File: src/cgc_pkg.sv
// package with register map, field layout and timing constants of the clock generator
package cgc_pkg;

  // ----------------------------------------------------------------
  // register map
  // ----------------------------------------------------------------
  localparam logic [11:0] CGC_GEN_CTRL_OFS = 12'h000;
  localparam logic [11:0] CGC_GEN_STAT_OFS = 12'h004;
  localparam logic [31:0] CGC_GEN_CTRL_RST = 32'h0000_0000;
  localparam logic [31:0] CGC_GEN_CTRL_WMASK = 32'hFFFF_3F1F;

  // ----------------------------------------------------------------
  // generator_control fields
  // ----------------------------------------------------------------
  localparam int CGC_SRC_LSB = 0;
  localparam int CGC_SRC_W = 5;
  localparam int CGC_GEN_ON_BIT = 8;
  localparam int CGC_DUTY_BAL_BIT = 9;
  localparam int CGC_OFF_LVL_BIT = 10;
  localparam int CGC_PIN_OE_BIT = 11;
  localparam int CGC_DIV_MODE_BIT = 12;
  localparam int CGC_RUN_STBY_BIT = 13;
  localparam int CGC_DIV_LSB = 16;
  localparam int CGC_DIV_W = 16;

  // ----------------------------------------------------------------
  // generator_status fields
  // ----------------------------------------------------------------
  localparam int CGC_ST_RUN_BIT = 0;
  localparam int CGC_ST_LVL_BIT = 1;
  localparam int CGC_ST_DRAIN_BIT = 2;
  localparam int CGC_ST_PINSRC_BIT = 3;

  // ----------------------------------------------------------------
  // divider sizing
  // ----------------------------------------------------------------
  localparam int CGC_NSRC = 32;
  localparam logic [4:0] CGC_PIN_SRC_IDX = 5'h01;
  localparam int CGC_HALF_W = 18;
  localparam logic [15:0] CGC_POW_MAX = 16'h000F;

  typedef enum logic [1:0] {
    CGC_OFF = 2'b00,
    CGC_RUN = 2'b01,
    CGC_DRAIN = 2'b11
  } cgc_state_e;

endpackage : cgc_pkg

File: src/cgc_div_if.sv
// interface carrying settings and timing between the controller and its divider
interface cgc_div_if;
  import cgc_pkg::*;
  logic tick;
  logic go;
  logic stop_req;
  logic [CGC_HALF_W-1:0] total;
  logic [CGC_HALF_W-1:0] high;
  logic gen_q;
  logic rise;
  logic done;

  modport ctrl (output tick, output go, output stop_req, output total, output high,
                input gen_q, input rise, input done);
  modport div (input tick, input go, input stop_req, input total, input high,
               output gen_q, output rise, output done);
endinterface : cgc_div_if

File: src/cgc_top.sv
// programmable clock generator: source select, divider, pin drive, APB registers
// Operation
// - with run-in-standby clear the generator stops in standby and the pin shows the off level.
// - with run-in-standby set the generator keeps running and driving its pin in standby.
// - with divide mode clear the output is the source divided by the division factor.
// - with divide mode set the output is the source divided by two to the power N+1, with N capped at 15.
// - the pin output enable routes the clock to the pin unless the pin is the chosen source.
// - the off level sets the pin when the generator is off or the pin output is disabled.
// - an off level of 0 holds the pin low, and 1 holds it high, while no clock is output.
// - the duty balance bit gives a 50/50 duty cycle for odd division factors.
// - the generator on bit enables the generator when set and disables it when cleared.
// - the 5-bit source select field picks the clock source that feeds the divider.
//
// Chosen here: the address map and the APB slave port.
module cgc_top
  import cgc_pkg::*;
(
  input wire logic clk_sys_i,
  input wire logic rst_b_i,
  input wire logic psel_i,
  input wire logic penable_i,
  input wire logic pwrite_i,
  input wire logic [11:0] paddr_i,
  input wire logic [31:0] pwdata_i,
  input wire logic [3:0] pstrb_i,
  output logic [31:0] prdata_o,
  output logic pready_o,
  output logic pslverr_o,
  input wire logic [CGC_NSRC-1:0] src_clk_i,
  input wire logic standby_i,
  input wire logic generator_clock_pin_i,
  output logic generator_clock_pin_o,
  output logic generator_clock_pin_oe_o,
  output logic gen_clk_o,
  output logic gen_clk_en_o
);

  cgc_div_if dv ();

  // ----------------------------------------------------------------
  // divisor arithmetic
  // ----------------------------------------------------------------
  // number of source periods per output period
  function automatic logic [CGC_HALF_W-1:0] cgc_periods(input logic mode,
                                                       input logic [15:0] n);
    logic [15:0] e;
    e = (n > CGC_POW_MAX) ? CGC_POW_MAX : n;
    if (mode) begin
      cgc_periods = 18'h0_0001 << (e[4:0] + 5'h01);
    end else if (n <= 16'h0001) begin
      cgc_periods = 18'h0_0001;
    end else begin
      cgc_periods = {2'b00, n};
    end
  endfunction : cgc_periods

  // high time in source half periods
  function automatic logic [CGC_HALF_W-1:0] cgc_high(input logic [CGC_HALF_W-1:0] d,
                                                    input logic bal);
    if (bal || d == 18'h0_0001) begin
      cgc_high = d;
    end else begin
      cgc_high = {d[CGC_HALF_W-1:1], 1'b0};
    end
  endfunction : cgc_high

  // ----------------------------------------------------------------
  // registers
  // ----------------------------------------------------------------
  logic [31:0] ctrl_q;
  logic [4:0] src_sel;
  logic gen_on;
  logic duty_bal;
  logic off_lvl;
  logic pin_oe_bit;
  logic div_mode;
  logic run_stby;
  logic [15:0] div_fact;
  logic pin_is_src;

  assign src_sel = ctrl_q[CGC_SRC_LSB +: CGC_SRC_W];
  assign gen_on = ctrl_q[CGC_GEN_ON_BIT];
  assign duty_bal = ctrl_q[CGC_DUTY_BAL_BIT];
  assign off_lvl = ctrl_q[CGC_OFF_LVL_BIT];
  assign pin_oe_bit = ctrl_q[CGC_PIN_OE_BIT];
  assign div_mode = ctrl_q[CGC_DIV_MODE_BIT];
  assign run_stby = ctrl_q[CGC_RUN_STBY_BIT];
  assign div_fact = ctrl_q[CGC_DIV_LSB +: CGC_DIV_W];
  assign pin_is_src = (src_sel == CGC_PIN_SRC_IDX);

  // ----------------------------------------------------------------
  // apb slave
  // ----------------------------------------------------------------
  // zero wait states: every access completes in its first access cycle
  logic acc;
  logic wr_ctrl;
  logic rd_setup;
  logic [31:0] rd_mux;
  logic hit_ctrl;
  logic hit_stat;
  logic [31:0] bmask;
  logic [31:0] stat_w;
  cgc_state_e state_q;

  assign acc = psel_i && penable_i;
  assign wr_ctrl = acc && pwrite_i && hit_ctrl;
  assign rd_setup = psel_i && !penable_i && !pwrite_i;
  assign hit_ctrl = (paddr_i == CGC_GEN_CTRL_OFS);
  assign hit_stat = (paddr_i == CGC_GEN_STAT_OFS);
  assign pready_o = 1'b1;
  // writes to the status word are refused with an error, never dropped silently
  assign pslverr_o = acc && !(hit_ctrl || (hit_stat && !pwrite_i));
  assign bmask = {{8{pstrb_i[3]}}, {8{pstrb_i[2]}}, {8{pstrb_i[1]}}, {8{pstrb_i[0]}}};

  always_comb begin
    stat_w = '0;
    stat_w[CGC_ST_RUN_BIT] = (state_q != CGC_OFF);
    stat_w[CGC_ST_LVL_BIT] = dv.gen_q;
    stat_w[CGC_ST_DRAIN_BIT] = (state_q == CGC_DRAIN);
    stat_w[CGC_ST_PINSRC_BIT] = pin_is_src;
  end

  // unmapped addresses read as zero
  always_comb begin
    rd_mux = '0;
    if (hit_ctrl) begin
      rd_mux = ctrl_q;
    end else if (hit_stat) begin
      rd_mux = stat_w;
    end
  end

  always_ff @(posedge clk_sys_i) begin
    if (!rst_b_i) begin
      ctrl_q <= CGC_GEN_CTRL_RST;
    end else if (wr_ctrl) begin
      ctrl_q <= (ctrl_q & ~(bmask & CGC_GEN_CTRL_WMASK)) |
                (pwdata_i & bmask & CGC_GEN_CTRL_WMASK);
    end
  end

  always_ff @(posedge clk_sys_i) begin
    if (!rst_b_i) begin
      prdata_o <= '0;
    end else if (rd_setup) begin
      // loaded in the setup cycle so the data stands throughout the access
      prdata_o <= rd_mux;
    end
  end

  // ----------------------------------------------------------------
  // source synchronisers
  // ----------------------------------------------------------------
  logic [CGC_NSRC-1:0] src_raw;
  logic [CGC_NSRC-1:0] sync1_q;
  logic [CGC_NSRC-1:0] sync2_q;
  logic [CGC_NSRC-1:0] sync3_q;
  logic [CGC_NSRC-1:0] lvl_q;
  logic [CGC_NSRC-1:0] agree;

  // the pin itself becomes a source in its own slot
  always_comb begin
    src_raw = src_clk_i;
    src_raw[CGC_PIN_SRC_IDX] = generator_clock_pin_i;
  end

  always_ff @(posedge clk_sys_i) begin
    if (!rst_b_i) begin
      sync1_q <= '0;
      sync2_q <= '0;
      sync3_q <= '0;
    end else begin
      sync1_q <= src_raw;
      sync2_q <= sync1_q;
      sync3_q <= sync2_q;
    end
  end

  // a level counts only once the second and third stage agree
  // a source that stops toggling simply stalls the output in its current phase
  assign agree = ~(sync2_q ^ sync3_q);

  always_ff @(posedge clk_sys_i) begin
    if (!rst_b_i) begin
      lvl_q <= '0;
    end else begin
      lvl_q <= (lvl_q & ~agree) | (sync3_q & agree);
    end
  end

  // ----------------------------------------------------------------
  // selected source edge detect
  // ----------------------------------------------------------------
  // limitation: sources faster than a quarter of the system clock alias
  logic sel_lvl;
  logic prev_lvl_q;
  logic [4:0] prev_src_q;
  logic sel_edge;
  logic src_same;

  assign sel_lvl = lvl_q[src_sel];
  assign sel_edge = (sel_lvl != prev_lvl_q);
  assign src_same = (src_sel == prev_src_q);

  always_ff @(posedge clk_sys_i) begin
    if (!rst_b_i) begin
      prev_lvl_q <= 1'b0;
      prev_src_q <= '0;
    end else begin
      prev_lvl_q <= sel_lvl;
      prev_src_q <= src_sel;
    end
  end

  // a change of source looks like an edge; it is masked so no phase is cut short
  assign dv.tick = sel_edge && src_same;

  // ----------------------------------------------------------------
  // run control
  // ----------------------------------------------------------------
  logic want_run;

  assign want_run = gen_on && !(standby_i && !run_stby);

  // switching off lets the running period finish before the clock stops
  always_ff @(posedge clk_sys_i) begin
    if (!rst_b_i) begin
      state_q <= CGC_OFF;
    end else begin
      case (state_q)
        CGC_OFF: begin
          if (want_run) begin
            state_q <= CGC_RUN;
          end
        end
        CGC_RUN: begin
          if (!want_run) begin
            state_q <= CGC_DRAIN;
          end
        end
        CGC_DRAIN: begin
          // re-enable resumes the running period rather than restarting it
          if (want_run) begin
            state_q <= CGC_RUN;
          end else if (dv.done) begin
            state_q <= CGC_OFF;
          end
        end
        default: begin
          state_q <= CGC_OFF;
        end
      endcase
    end
  end

  // one period count feeds both total and high time, so they always match
  logic [CGC_HALF_W-1:0] per_cnt;

  assign per_cnt = cgc_periods(div_mode, div_fact);
  assign dv.go = (state_q != CGC_OFF);
  assign dv.stop_req = (state_q == CGC_DRAIN);
  assign dv.total = {per_cnt[CGC_HALF_W-2:0], 1'b0};
  assign dv.high = cgc_high(per_cnt, duty_bal);

  cgc_divider u_div (
    .clk_sys_i(clk_sys_i),
    .rst_b_i(rst_b_i),
    .dv(dv)
  );

  // ----------------------------------------------------------------
  // outputs and dedicated pin
  // ----------------------------------------------------------------
  logic pin_q;
  logic pin_run;

  // the pin and gen_clk_o share one flop stage, so the pin never leads the consumers
  assign pin_run = (state_q != CGC_OFF) && pin_oe_bit;

  always_ff @(posedge clk_sys_i) begin
    if (!rst_b_i) begin
      gen_clk_o <= 1'b0;
      gen_clk_en_o <= 1'b0;
    end else begin
      gen_clk_o <= dv.gen_q;
      gen_clk_en_o <= dv.rise;
    end
  end

  always_ff @(posedge clk_sys_i) begin
    if (!rst_b_i) begin
      pin_q <= 1'b0;
    end else if (pin_run) begin
      pin_q <= dv.gen_q;
    end else begin
      pin_q <= off_lvl;
    end
  end

  assign generator_clock_pin_o = pin_q;
  assign generator_clock_pin_oe_o = !pin_is_src;

endmodule : cgc_top

File: src/cgc_divider.sv
// half-period counter that builds the generator clock from source edges
module cgc_divider
  import cgc_pkg::*;
(
  input wire logic clk_sys_i,
  input wire logic rst_b_i,
  cgc_div_if.div dv
);

  logic [CGC_HALF_W-1:0] cnt_q;
  logic [CGC_HALF_W-1:0] tot_q;
  logic [CGC_HALF_W-1:0] hi_q;
  logic gen_q;
  logic rise_q;
  logic at_end;

  assign at_end = (cnt_q == tot_q - 18'h0_0001);
  assign dv.gen_q = gen_q;
  assign dv.rise = rise_q;
  assign dv.done = dv.go && dv.tick && at_end && dv.stop_req;

  // ----------------------------------------------------------------
  // counter and shadowed settings
  // ----------------------------------------------------------------
  // settings are only taken while off or at a period boundary so a phase never shortens
  always_ff @(posedge clk_sys_i) begin
    if (!rst_b_i) begin
      cnt_q <= '0;
      tot_q <= 18'h0_0002;
      hi_q <= 18'h0_0001;
    end else if (!dv.go) begin
      tot_q <= dv.total;
      hi_q <= dv.high;
      cnt_q <= dv.total - 18'h0_0001;
    end else if (dv.tick) begin
      if (at_end) begin
        if (!dv.stop_req) begin
          cnt_q <= '0;
          tot_q <= dv.total;
          hi_q <= dv.high;
        end
      end else begin
        cnt_q <= cnt_q + 18'h0_0001;
      end
    end
  end

  // ----------------------------------------------------------------
  // output level
  // ----------------------------------------------------------------
  always_ff @(posedge clk_sys_i) begin
    if (!rst_b_i) begin
      gen_q <= 1'b0;
      rise_q <= 1'b0;
    end else if (!dv.go) begin
      gen_q <= 1'b0;
      rise_q <= 1'b0;
    end else if (dv.tick) begin
      if (at_end) begin
        gen_q <= !dv.stop_req;
        rise_q <= !dv.stop_req;
      end else begin
        gen_q <= (cnt_q + 18'h0_0001) < hi_q;
        rise_q <= 1'b0;
      end
    end else begin
      rise_q <= 1'b0;
    end
  end

endmodule : cgc_divider

File: config.mk
export PLATFORM = sky130hd
export DESIGN_NAME = cgc_top
export DESIGN_NICKNAME = d
export VERILOG_FILES = /design/src/cgc_pkg.sv /design/src/cgc_div_if.sv /design/src/cgc_top.sv /design/src/cgc_divider.sv
export SDC_FILE = /design/constraint.sdc
export NUM_CORES = 1
export LEC_CHECK = 0
export BUFFER_PORTS_ARGS = -buffer_cell sky130_fd_sc_hd__buf_2
export CAP_MARGIN = 0
export CORE_MARGIN = 3
export CORE_UTILIZATION = 35
export CTS_BUF_LIST = sky130_fd_sc_hd__clkbuf_8
export DETAILED_ROUTE_END_ITERATION = 7
export HOLD_SLACK_MARGIN = 0.15
export PLACE_DENSITY = 0.62
export SYNTH_ARGS = -nofsm -noshare
export SYNTH_HDL_FRONTEND = slang
export SYNTH_SLANG_ARGS = --single-unit
File: constraint.sdc
create_clock -name clk_sys_i -period 4.6 [get_ports clk_sys_i]
set_input_delay 0.69 -clock clk_sys_i [delete_from_list [all_inputs] [get_ports clk_sys_i]]
set_output_delay 0.69 -clock clk_sys_i [all_outputs]
set_load 0.03 [all_outputs]
# Word level (Yosys, flattened, before mapping)
# Cells that the tools add are included.
# word_totals
reg_bits,258
input_bits,87
output_inout_bits,38
wordCells,109
# op_classes
n_addsub,4
order_cmp,4
n_eq_ne,15
shift,1
n_mux,27
bitwise,10
n_reduce_logical,31
# op_table
op,count
18-bit 2-to-1 mux,13
32-bit bitwise AND,4
32-bit NOT,3
32-bit bitwise OR,2
"18-bit by 1-bit subtractor with 18-bit output, second input constant",2
32-bit 2-to-1 mux,1
32-bit XOR,1
"18-bit by 1-bit adder with 18-bit output, second input constant",1
"18-bit by 1-bit == test with 1-bit output, second input constant",1
18-bit == test,1
18-bit less-than comparator,1
"1-bit by 5-bit << shifter with 18-bit output, first input constant",1
"16-bit by 4-bit > comparator with 1-bit output, second input constant",1
"16-bit by 1-bit less-or-equal comparator with 1-bit output, second input constant",1
16-bit 2-to-1 mux,1
1-bit logical AND,14
"12-bit by 3-bit == test with 1-bit output, second input constant",1
12-bit logical NOT,1
2-bit 2-to-1 mux,4
"2-bit != test, second input constant",4
1-bit logical NOT,7
"5-bit by 6-bit less-than comparator with 1-bit output, second input constant",1
"3-bit != test, second input constant",2
2-bit one-hot mux with 3 select lines,1
17 further kinds,23

# Logic depth before layout (Yosys ltp)
# Gate-level depths: netlist (run 1).
# depth
word_depth,12
depth_mapped,14
depth_no_buf,14

# By module
# From an unflattened synthesis (run 1), not the netlist that was laid out.
# hier_totals
cells_unflattened,1250
hier_area_um2,11418.5
# by_module_without_submodules
module,instances,cells_each,area_each_um2,seq_area_each_um2
cgc_top,1,687,6965.4,3863.7
cgc_divider,1,563,4453.0,1121.1

# Worst setup path before layout (run 1)
# OpenSTA, ideal clock, no wires.
# synth_timing
path_kind,register to register
start,register u_div.cnt_q[6]
end,"register u_div.gen_q, in the netlist u_div.dv.gen_q"
setup_time_ps,120
arrival_time_ps,2737
required_time_ps,4480
slack_ps,1743
stages_incl_launch_ff,13
path_buffers,1
period_less_slack_ps,2857
cell_sequence,dfxtp_1 clkbuf_1 nand2_1 nor3_1 nand3_1 or4_1 xnor2_1 ha_1 nand4_1 nor3_1 a22oi_1 a2bb2oi_1 a21oi_1
# synth_between
elab_chain_cells,3
word_cells_on_any_way,4
cone_classes,1 x add/sub; 1 x order compare; 1 x eq/ne; 1 x mux
# synth_lines
item,line,text
from (decl),cgc_divider.sv:10,logic [CGC_HALF_W-1:0] cnt_q;
from (signal assigned),cgc_divider.sv:34,cnt_q <= dv.total - 18'h0_0001;
from (signal assigned),cgc_divider.sv:43,cnt_q <= cnt_q + 18'h0_0001;
18-bit by 1-bit adder with 18-bit output,cgc_divider.sv:63,gen_q <= (cnt_q + 18'h0_0001) < hi_q;
18-bit less-than comparator,cgc_divider.sv:63,
1-bit 2-to-1 mux (*),cgc_divider.sv:59,if (at_end) begin
to (signal assigned),cgc_divider.sv:60,gen_q <= !dv.stop_req;
to (signal assigned),cgc_divider.sv:63,
to (decl),cgc_divider.sv:13,logic gen_q;
# Every way passes the cells marked *; elsewhere a longest branch is shown, timed or not.
# A chain may end at the register's enable or synchronous reset.

# Final worst setup path (run 1)
# layout_timing
start,register u_div.cnt_q[0]
end,"register u_div.gen_q, in the netlist u_div.dv.gen_q"
# The elaborated chain is that of the path after synthesis.

==> flow_metrics.tcl, run 1 <==
set metrics [dict create \
    status "complete, no violations" \
    drc 0 \
    synthArstFlopShare 0 \
    skew_ns 0.0246 \
    wl_per_cell_um 15.4 \
    via_per_inst 5.10 \
    slew_viol_final 0 \
    cp_common_cell "nand4_1" \
    synthDistinctLibCells 72 \
    synth.area.top_cells "dfxtp_1 45%, and2_1 6.5%, nand2_1 4.9%" \
    clock_sinks 232 \
    numPortBuffers 112 \
    clk_pin_slew_worst_paths_ns 0.07 \
    synth_seq_area_share 0.448 \
    maxCapViolations 0 \
    ctsHoldBuffers 0 \
    initial_core_util 0.358 \
    area_growth_pct 15.1 \
    worstSetupPathType "register to register" \
    place.gp.congestion 0.922 \
    max-slew-margin-rel 0.374 \
    cp_slowest_cell "or4_1" \
    grt_max_degree 94 \
    grt_pass1_wl_um 42000 \
    period_needed_ns 3.52 \
    worstMarginPinSlew_ns 0.940 \
    drtIter0Drc 647 \
    ir_worst_vdd_mv 0.224 \
    grt_usage 0.162 \
    fin_hold_ws_ns 0.353 \
    clock_latency_ns 0.55 \
    n_fill_cell 2906 \
    hold_viol 0 \
    wl_met1_um 12700 \
    cpLargestDelayFamily "simple AND/OR/NAND/NOR gates" \
    worstPathArrival_ns 4.00 \
    final_common_cell "dfxtp_1" \
    cts_tree "done" \
    final_nets 1380 \
    syn-instance-count 1188 \
    drt_pre_antenna_iters 5 \
    power.leakage_nw 4.52 \
    insertedDiodeCount 0 \
    end_kind "register" \
    fin_setup_tns_ns 0 \
    syn_area_um2 10400 \
    path_max_fanout 8 \
    met2_length_um 11200 \
    synth_area_per_cell_um2 8.72 \
    layout-drive-gt1-share 0.154 \
    ios 125 \
    synth_top_cell_by_area "dfxtp_1" \
    gr-total-overflow 0 \
    finalCritPeriodShare 0.764 \
    hp-class "primary input to register" \
    highest_layer "met4" \
    dp_slack_ns 1.13 \
    yosysTopAreaCellShare 0.448 \
    vias 8592 \
    slowest_delay_ns 0.63 \
    postCtsSetupBuffers 0 \
    synthFlopType "dfxtp_1" \
    path_cells "nand4_1, nor3_1, nand3_1, or4_1, xnor2_1, ha_1, nand4_1, nor2_1, a211oi_1, a2bb2oi_1, a21oi_1" \
    clockBufferDepth 3 \
    htreeDepth 2 \
    detail-route-antenna-nets 0 \
    max_freq_mhz 284 \
    dp_hpwl_um 18000 \
    synth_edf_count 0 \
    synth-seq-cells 232 \
    cts-root-buf "clkbuf_8" \
    antenna_found_initial 0 \
    wl_um 25900 \
    crit_path_start_kind "register" \
    cp_num_buf_inv 0 \
    cts-resized-gates 0 \
    die_w_um 178 \
    row_count 62 \
    final_cell_mix "232 x dfxtp_1, 135 x nand2_1, 111 x buf_2" \
    wl_met3_um 1490 \
    grt_pass1_vias 8227 \
    rsz0062_at_grt "no" \
    critPathRequiredTime_ns 5.08 \
    power_density_nw_per_um2 334 \
    cts_buffers 39 \
    die_area_um2 31700 \
    yosysWarnings 0 \
    setup_viol 0 \
    core_um2 28900 \
    die_y_um 178 \
    worst_slack_ns 1.08 \
]
[where the power goes]
| part | total [W] | switching [W] | internal (W) |
|---|---|---|---|
| sequential | 0.00206 | 0.0000131 | 0.00205 |
| combinational | 0.000125 | 0.0000748 | 0.0000505 |
| clock | 0.00180 | 0.000829 | 0.000971 |
[final timing paths]
| path | slack, ns | endpoint | cells past startpoint | from |
|---|---|---|---|---|
| hold reg to reg | 0.43 | sync2_q[28] | 1 | sync1_q[28] |
| setup reg to reg | 1.08 | u_div.dv.gen_q | 11 | u_div.cnt_q[0] |
| setup / recovery | 1.08 | u_div.dv.gen_q | 11 | u_div.cnt_q[0] |
| hold / removal | 0.35 | sync1_q[4] | 2 | src_clk_i[4] |
[final cells by class]
type / instances / area [um^2] / share of cell area
Clock buffer: 49 / 674 / 0.0565
Clock inverter: 22 / 111 / 0.00933
Inverter: 32 / 121 / 0.0102
Multi-Input combinational cell: 843 / 5250 / 0.440
Sequential cell: 232 / 4640 / 0.389
Tap cell: 384 / 480 / 0.0403
Timing Repair Buffer: 124 / 653 / 0.0547
[cell families after synthesis]
logic type	Yosys count	synth area share
buf+inv	117	0.0479
mux	42	0.0409
flops	232	0.448
simple gates	456	0.228
other cells	2	0.000725
compound gates	259	0.159
fa+ha+maj	22	0.0264
xor+xnor	58	0.0490
[layer usage]
layer | track usage | up-vias
met5 | 0 | -
met4 | 0.0488 | 0
met3 | 0.0300 | 41
met2 | 0.247 | 234
met1 | 0.234 | 4010
li1 | - | 4307
[synthesized netlist by cell type (9+ instances only)]
library cell / number
ha_1: 21
nor2_1: 60
nand2_1: 135
mux2i_1: 39
xnor2_1: 40
nor3_1: 25
inv_1: 31
and2_1: 107
nor4_1: 12
o21ai_0: 49
a21o_1: 9
nand3_1: 50
a22oi_1: 37
a21oi_1: 90
nand2b_1: 12
dfxtp_1: 232
nand4_1: 15
a211oi_1: 11
xor2_1: 18
clkbuf_1: 60
[per-stage QoR]
step	power, W	utilization	cells	instance area (um^2)
final	0.00398	0.412	1686	11900
after global routing	0.00415	0.412	1686	11900
after CTS	0.00405	0.412	1686	11900
after detailed placement	0.00223	0.385	1615	11100
after global placement	0.00223	0.385	1615	11100
after floorplan	0.00217	-	1192	10400
Note: power is estimated with default switching activity, not from simulation.
==> inputs of run 2 (changes only) <==
- ABC_AREA: not set -> 1
- PLACE_DENSITY: 0.62 -> 0.61
- clock period: 4.6 -> 3.5 ns (I/O delays scaled with it)
==> flow_metrics.tcl, run 2 <==
set metrics [dict create \
    rsz0062_at_grt "no" \
    hp-class "primary input to register" \
    clk_pin_slew_worst_paths_ns 0.07 \
    gr-total-overflow 0 \
    htreeDepth 2 \
    cts_buffers 39 \
    initial_core_util 0.356 \
    grt_pass1_vias 9623 \
    synth_top_cell_by_area "dfxtp_1" \
    syn-instance-count 1593 \
    final_cell_mix "410 x nand2_1, 234 x inv_1, 232 x dfxtp_1" \
    synth_area_per_cell_um2 6.85 \
    setup_viol 0 \
    synth-seq-cells 232 \
    dp_hpwl_um 20100 \
    multi_input_area_um2 5140 \
    drc 0 \
    cts-root-buf "clkbuf_8" \
    antenna_found_initial 0 \
    final_nets 1841 \
    wl_um 28000 \
    yosys-top-cells-count "410 x nand2_1, 232 x dfxtp_1, 227 x inv_1" \
    path_max_fanout 4 \
    seqCellArea_um2 4640 \
    finalCritPeriodShare 0.901 \
    ir_worst_vdd_mv 0.284 \
    worstMarginPinSlew_ns 1.12 \
    clock_latency_ns 0.55 \
    syn_area_um2 10900 \
    slew_viol_final 0 \
    n_fill_cell 3213 \
    period_needed_ns 3.15 \
    skew_ns 0.0234 \
    row_count 64 \
    fin_setup_tns_ns 0 \
    synth.area.top_cells "dfxtp_1 43%, nand2_1 14%, inv_1 7.8%" \
    crit_path_start_kind "register" \
    yosysTopAreaCellShare 0.425 \
    worstPathArrival_ns 3.64 \
    area_growth_pct 19.0 \
    yosysWarnings 0 \
    place.gp.congestion 0.891 \
    ios 125 \
    detail-route-antenna-nets 0 \
    grt_max_degree 57 \
    max_freq_mhz 317 \
    vias 10137 \
    via_per_inst 4.69 \
    drt_pre_antenna_iters 5 \
    yosys.cell_count.top_type "nand2_1" \
    power_density_nw_per_um2 434 \
    final_common_cell "nand2_1" \
    numPortBuffers 112 \
    synthFlopType "dfxtp_1" \
    total_power_w 0.00563 \
    die_w_um 183 \
    maxCapViolations 0 \
    synth_edf_count 0 \
    max-slew-margin-rel 0.250 \
    insertedDiodeCount 0 \
    clock_sinks 232 \
    drtIter0Drc 545 \
    power.leakage_nw 6.57 \
    cts_tree "done" \
    synthArstFlopShare 0 \
    worstSetupPathType "register to register" \
    hold_viol 0 \
    die_area_um2 33300 \
    utilization 0.424 \
    wl_per_cell_um 13.0 \
    synthDistinctLibCells 43 \
    layout-drive-gt1-share 0.132 \
    status "complete, no violations" \
    die_y_um 183 \
    critPathRequiredTime_ns 3.98 \
    grt_usage 0.167 \
    grt_pass1_wl_um 46700 \
    end_kind "register" \
    synth_seq_area_share 0.425 \
    clockBufferDepth 3 \
    core_um2 30700 \
]
-- run 2: cell types whose count changed after synthesis, sizes merged, moves of 13 or more --
cell    before  now
o21ai       49   79
inv         32  236
nand2      135  414
nor2        60  223
nor3        27   14
a211oi      11   24
a22oi       37    0
and2       107    3
clkbuf      62   35
nand3       50  111
xnor2       40    6
mux2i       39    0
-- run 2: cells by family (layout without fill, tap and decap cells) --
group	count (synthesis)	count (layout)	share of synthesized area
adders and majority gates	21	21	0.0241
AOI/OAI and AO/OA	209	209	0.107
DFF	232	232	0.425
other	2	6	0.000688
xor gates and xnor gates	36	36	0.0289
and+or+nand+nor	797	797	0.306
buffers and inverters	296	463	0.108
-- run 2: cell type report --
| type | count | share of cell area |
|---|---|---|
| Tap cell | 396 | 0.0381 |
| Clock inverter | 27 | 0.0191 |
| Inverter | 237 | 0.0685 |
| Sequential cell | 232 | 0.358 |
| Multi-Input combinational cell | 1069 | 0.396 |
| Timing Repair Buffer | 154 | 0.0729 |
| Clock buffer | 45 | 0.0477 |
-- run 2: path summary, 6_finish.rpt --
kind                                       end                  start  slack (ns)  depth (start not counted)
worst max register to register  u_div.dv.gen_q         u_div.cnt_q[3]        0.35                         14
worst min-delay path                sync1_q[1]  generator_clock_pin_i        0.18                          3
worst min register to register     sync2_q[30]            sync1_q[30]        0.41                          2
worst max-delay path            u_div.dv.gen_q         u_div.cnt_q[3]        0.35                         14
-- run 2: timing repair --
| action | 4_1_cts | 5_1_grt |
|---|---|---|
| buffers inserted | 0 | 2 |
| hold endpoints to repair | 19 | 2 |
| setup endpoints to repair | 0 | 1 |
| hold buffers | 19 | 2 |
| resized for setup | 0 | 7 |
-- run 2: critical path, cell delays in order (launching register included) --
cell,delay (ns)
dfxtp_1,0.41
inv_1,0.08
nor3_1,0.40
nand4_1,0.23
nor4_1,0.50
xor2_1,0.23
inv_1,0.07
ha_1,0.29
a21oi_1,0.12
o21ai_0,0.09
a21oi_1,0.28
o211ai_1,0.15
nand2_1,0.09
nand3_1,0.06
a21oi_1,0.12
-- run 2: layer usage --
metal | part of all wire | routed length [um] | up-vias | global-route usage
met5 | 0 | 0 | - | 0
met4 | 0.022 | 603 | 0 | 0.0439
met3 | 0.049 | 1370 | 61 | 0.0317
met2 | 0.47 | 13200 | 229 | 0.282
met1 | 0.46 | 12900 | 4566 | 0.219
li1 | - | - | 5281 | -
-- run 2: through the flow --
step / std cells / setup WS (ns) / hold slack [ns] / area (um^2)
finish: 2160 / 0.348 / 0.178 / 13000
global placement: 2065 / 0.327 / 0.394 / 11900
detailed placement: 2065 / 0.265 / 0.395 / 11900
global route: 2160 / 0.00241 / 0.154 / 13000
CTS: 2156 / 0.249 / 0.151 / 12900
floorplan: 1597 / 0.645 / 0.390 / 10900
-- run 2: power by group --
group,internal [W],switching (W)
Clock,0.00150,0.00114
Combinational,0.000101,0.000159
Sequential,0.00270,0.0000256
Total,0.00430,0.00133
==> inputs of run 3 (changes only) <==
- PLACE_DENSITY: 0.61 -> not set
==> flow_metrics.tcl, run 3 (synthesis results as in run 2) <==
set metrics [dict create \
    status "complete, no violations" \
    wl_per_cell_um 12.8 \
    clk_pin_slew_worst_paths_ns 0.07 \
    grt_pass1_wl_um 46000 \
    gr-total-overflow 0 \
    clock_sinks 232 \
    worstSetupPathType "register to register" \
    hold_viol 0 \
    cts-root-buf "clkbuf_8" \
    finalCritPeriodShare 0.888 \
    met2_length_um 12900 \
    core_um2 30700 \
    cts_buffers 38 \
    max-slew-margin-rel 0.244 \
    highest_layer "met4" \
    area_growth_pct 17.3 \
    via_per_inst 4.64 \
    final_nets 1830 \
    hp-class "primary input to register" \
    utilization 0.417 \
    path_max_fanout 3 \
    grt_max_degree 200 \
    die_area_um2 33300 \
    die_y_um 183 \
    cp_num_buf_inv 4 \
    layout-drive-gt1-share 0.124 \
    cts_tree "done" \
    htreeDepth 2 \
    numPortBuffers 112 \
    rsz0062_at_grt "no" \
    row_count 64 \
    maxCapViolations 0 \
    fin_hold_ws_ns 0.177 \
    grt_pass1_vias 9560 \
    setup_viol 0 \
    insertedDiodeCount 0 \
    detail-route-antenna-nets 0 \
    slew_viol_final 0 \
    slowest_delay_ns 0.33 \
    initial_core_util 0.356 \
    final_cell_mix "410 x nand2_1, 238 x inv_1, 232 x dfxtp_1" \
    placed_area_um2 11900 \
    crit_path_start_kind "register" \
    power.leakage_nw 6.48 \
    clock_latency_ns 0.54 \
    final_area_um2 12800 \
    cpLargestDelayFamily "simple AND/OR/NAND/NOR gates" \
    die_w_um 183 \
    final_common_cell "nand2_1" \
    period_needed_ns 3.11 \
    n_fill_cell 3224 \
    path_cells "ha_1, nand3_2, nor3_4, nand3_2, nor2_2, inv_1, nor2_1, nand4_1, nor2_1, nand2_1, nand2_1, inv_1, ha_1, nand2_1, inv_1, nand3_1, nor3_1, buf_4, nand3_1, o211ai_1, nand2_1, nand3_1, a21oi_1" \
    fin_setup_tns_ns 0 \
    vias 9943 \
    wl_um 27500 \
    worstMarginPinSlew_ns 1.13 \
    power_density_nw_per_um2 416 \
    total_power_w 0.00533 \
    cp_common_cell "nand2_1" \
    wl_met3_um 1340 \
    critPathRequiredTime_ns 3.91 \
    worstPathArrival_ns 3.52 \
    skew_ns 0.0266 \
    cp_slowest_cell "dfxtp_1" \
    ios 125 \
    drt_pre_antenna_iters 5 \
    ir_worst_vdd_mv 0.294 \
    antenna_found_initial 0 \
    place.gp.congestion 0.895 \
    end_kind "register" \
    dp_hpwl_um 19600 \
    drtIter0Drc 711 \
    wl_met1_um 12600 \
    max_freq_mhz 322 \
    clockBufferDepth 3 \
    grt_usage 0.165 \
    drc 0 \
]
==> run 3: cell types whose count changed in the layout (fill, tap and decap cells not counted), moves of 2 or more <==
cell	change
buf_4	-6
bufinv_16	-3
dlygate4sd3_1	-5
inv_8	-2
inv_1	+4
clkinv_2	-5
==> run 3: where the power goes <==
part,internal (W),switching (W)
clock network,0.00125,0.00109
registers,0.00270,0.0000253
logic,0.0000985,0.000159
total,0.00405,0.00127
==> run 3: per-layer routing <==
layer / up-vias / track usage
met1: 4412 / 0.213
met3: 59 / 0.0285
li1: 5236 / -
met2: 236 / 0.282
met5: - / 0
met4: 0 / 0.0488
==> run 3: path summary, 6_finish.rpt <==
check	slack, ns	from	endpoint	depth (start not counted)
worst max-delay path	0.39	u_div.cnt_q[1]	u_div.dv.gen_q	23
worst min-delay path	0.18	src_clk_i[17]	sync1_q[17]	3
worst max register to register	0.39	u_div.cnt_q[1]	u_div.dv.gen_q	23
worst min register to register	0.41	sync1_q[27]	sync2_q[27]	2
==> run 3: repair_timing <==
item	in CTS	in global routing
hold buffers	16	0
endpoints found under the hold margin	16	0
resized for setup	0	5
buffers inserted	0	1
endpoints found under the setup margin	0	1
==> run 3: final cells by class <==
type                    count  area (um^2)  share of cell area
inverters                 237          890              0.0695
multi-input cells        1069         5140               0.402
clock buffers              45          619              0.0484
repair buffers            144          872              0.0681
clock inverters            22          140              0.0109
well taps                 396          495              0.0387
flip-flops and latches    232         4640               0.363
==> run 3: worst reg2reg max path, cell delays in order (launching register included) <==
cell and delay (ns):
dfxtp_1 0.33, ha_1 0.21, nand3_2 0.14, nor3_4 0.25, nand3_2 0.11, nor2_2 0.11
inv_1 0.07, nor2_1 0.14, nand4_1 0.14, nor2_1 0.11, nand2_1 0.05, nand2_1 0.09
inv_1 0.05, ha_1 0.26, nand2_1 0.06, inv_1 0.05, nand3_1 0.07, nor3_1 0.15
buf_4 0.16, nand3_1 0.06, o211ai_1 0.17, nand2_1 0.08, nand3_1 0.07, a21oi_1 0.07
==> run 3: stage by stage <==
stage	setup slack, ns	instances
6_report	0.392	2145
5_1_grt	0.0109	2145
4_1_cts	0.230	2144
3_5_place_dp	0.290	2061
3_3_place_gp	0.329	2061
2_1_floorplan	0.645	1597
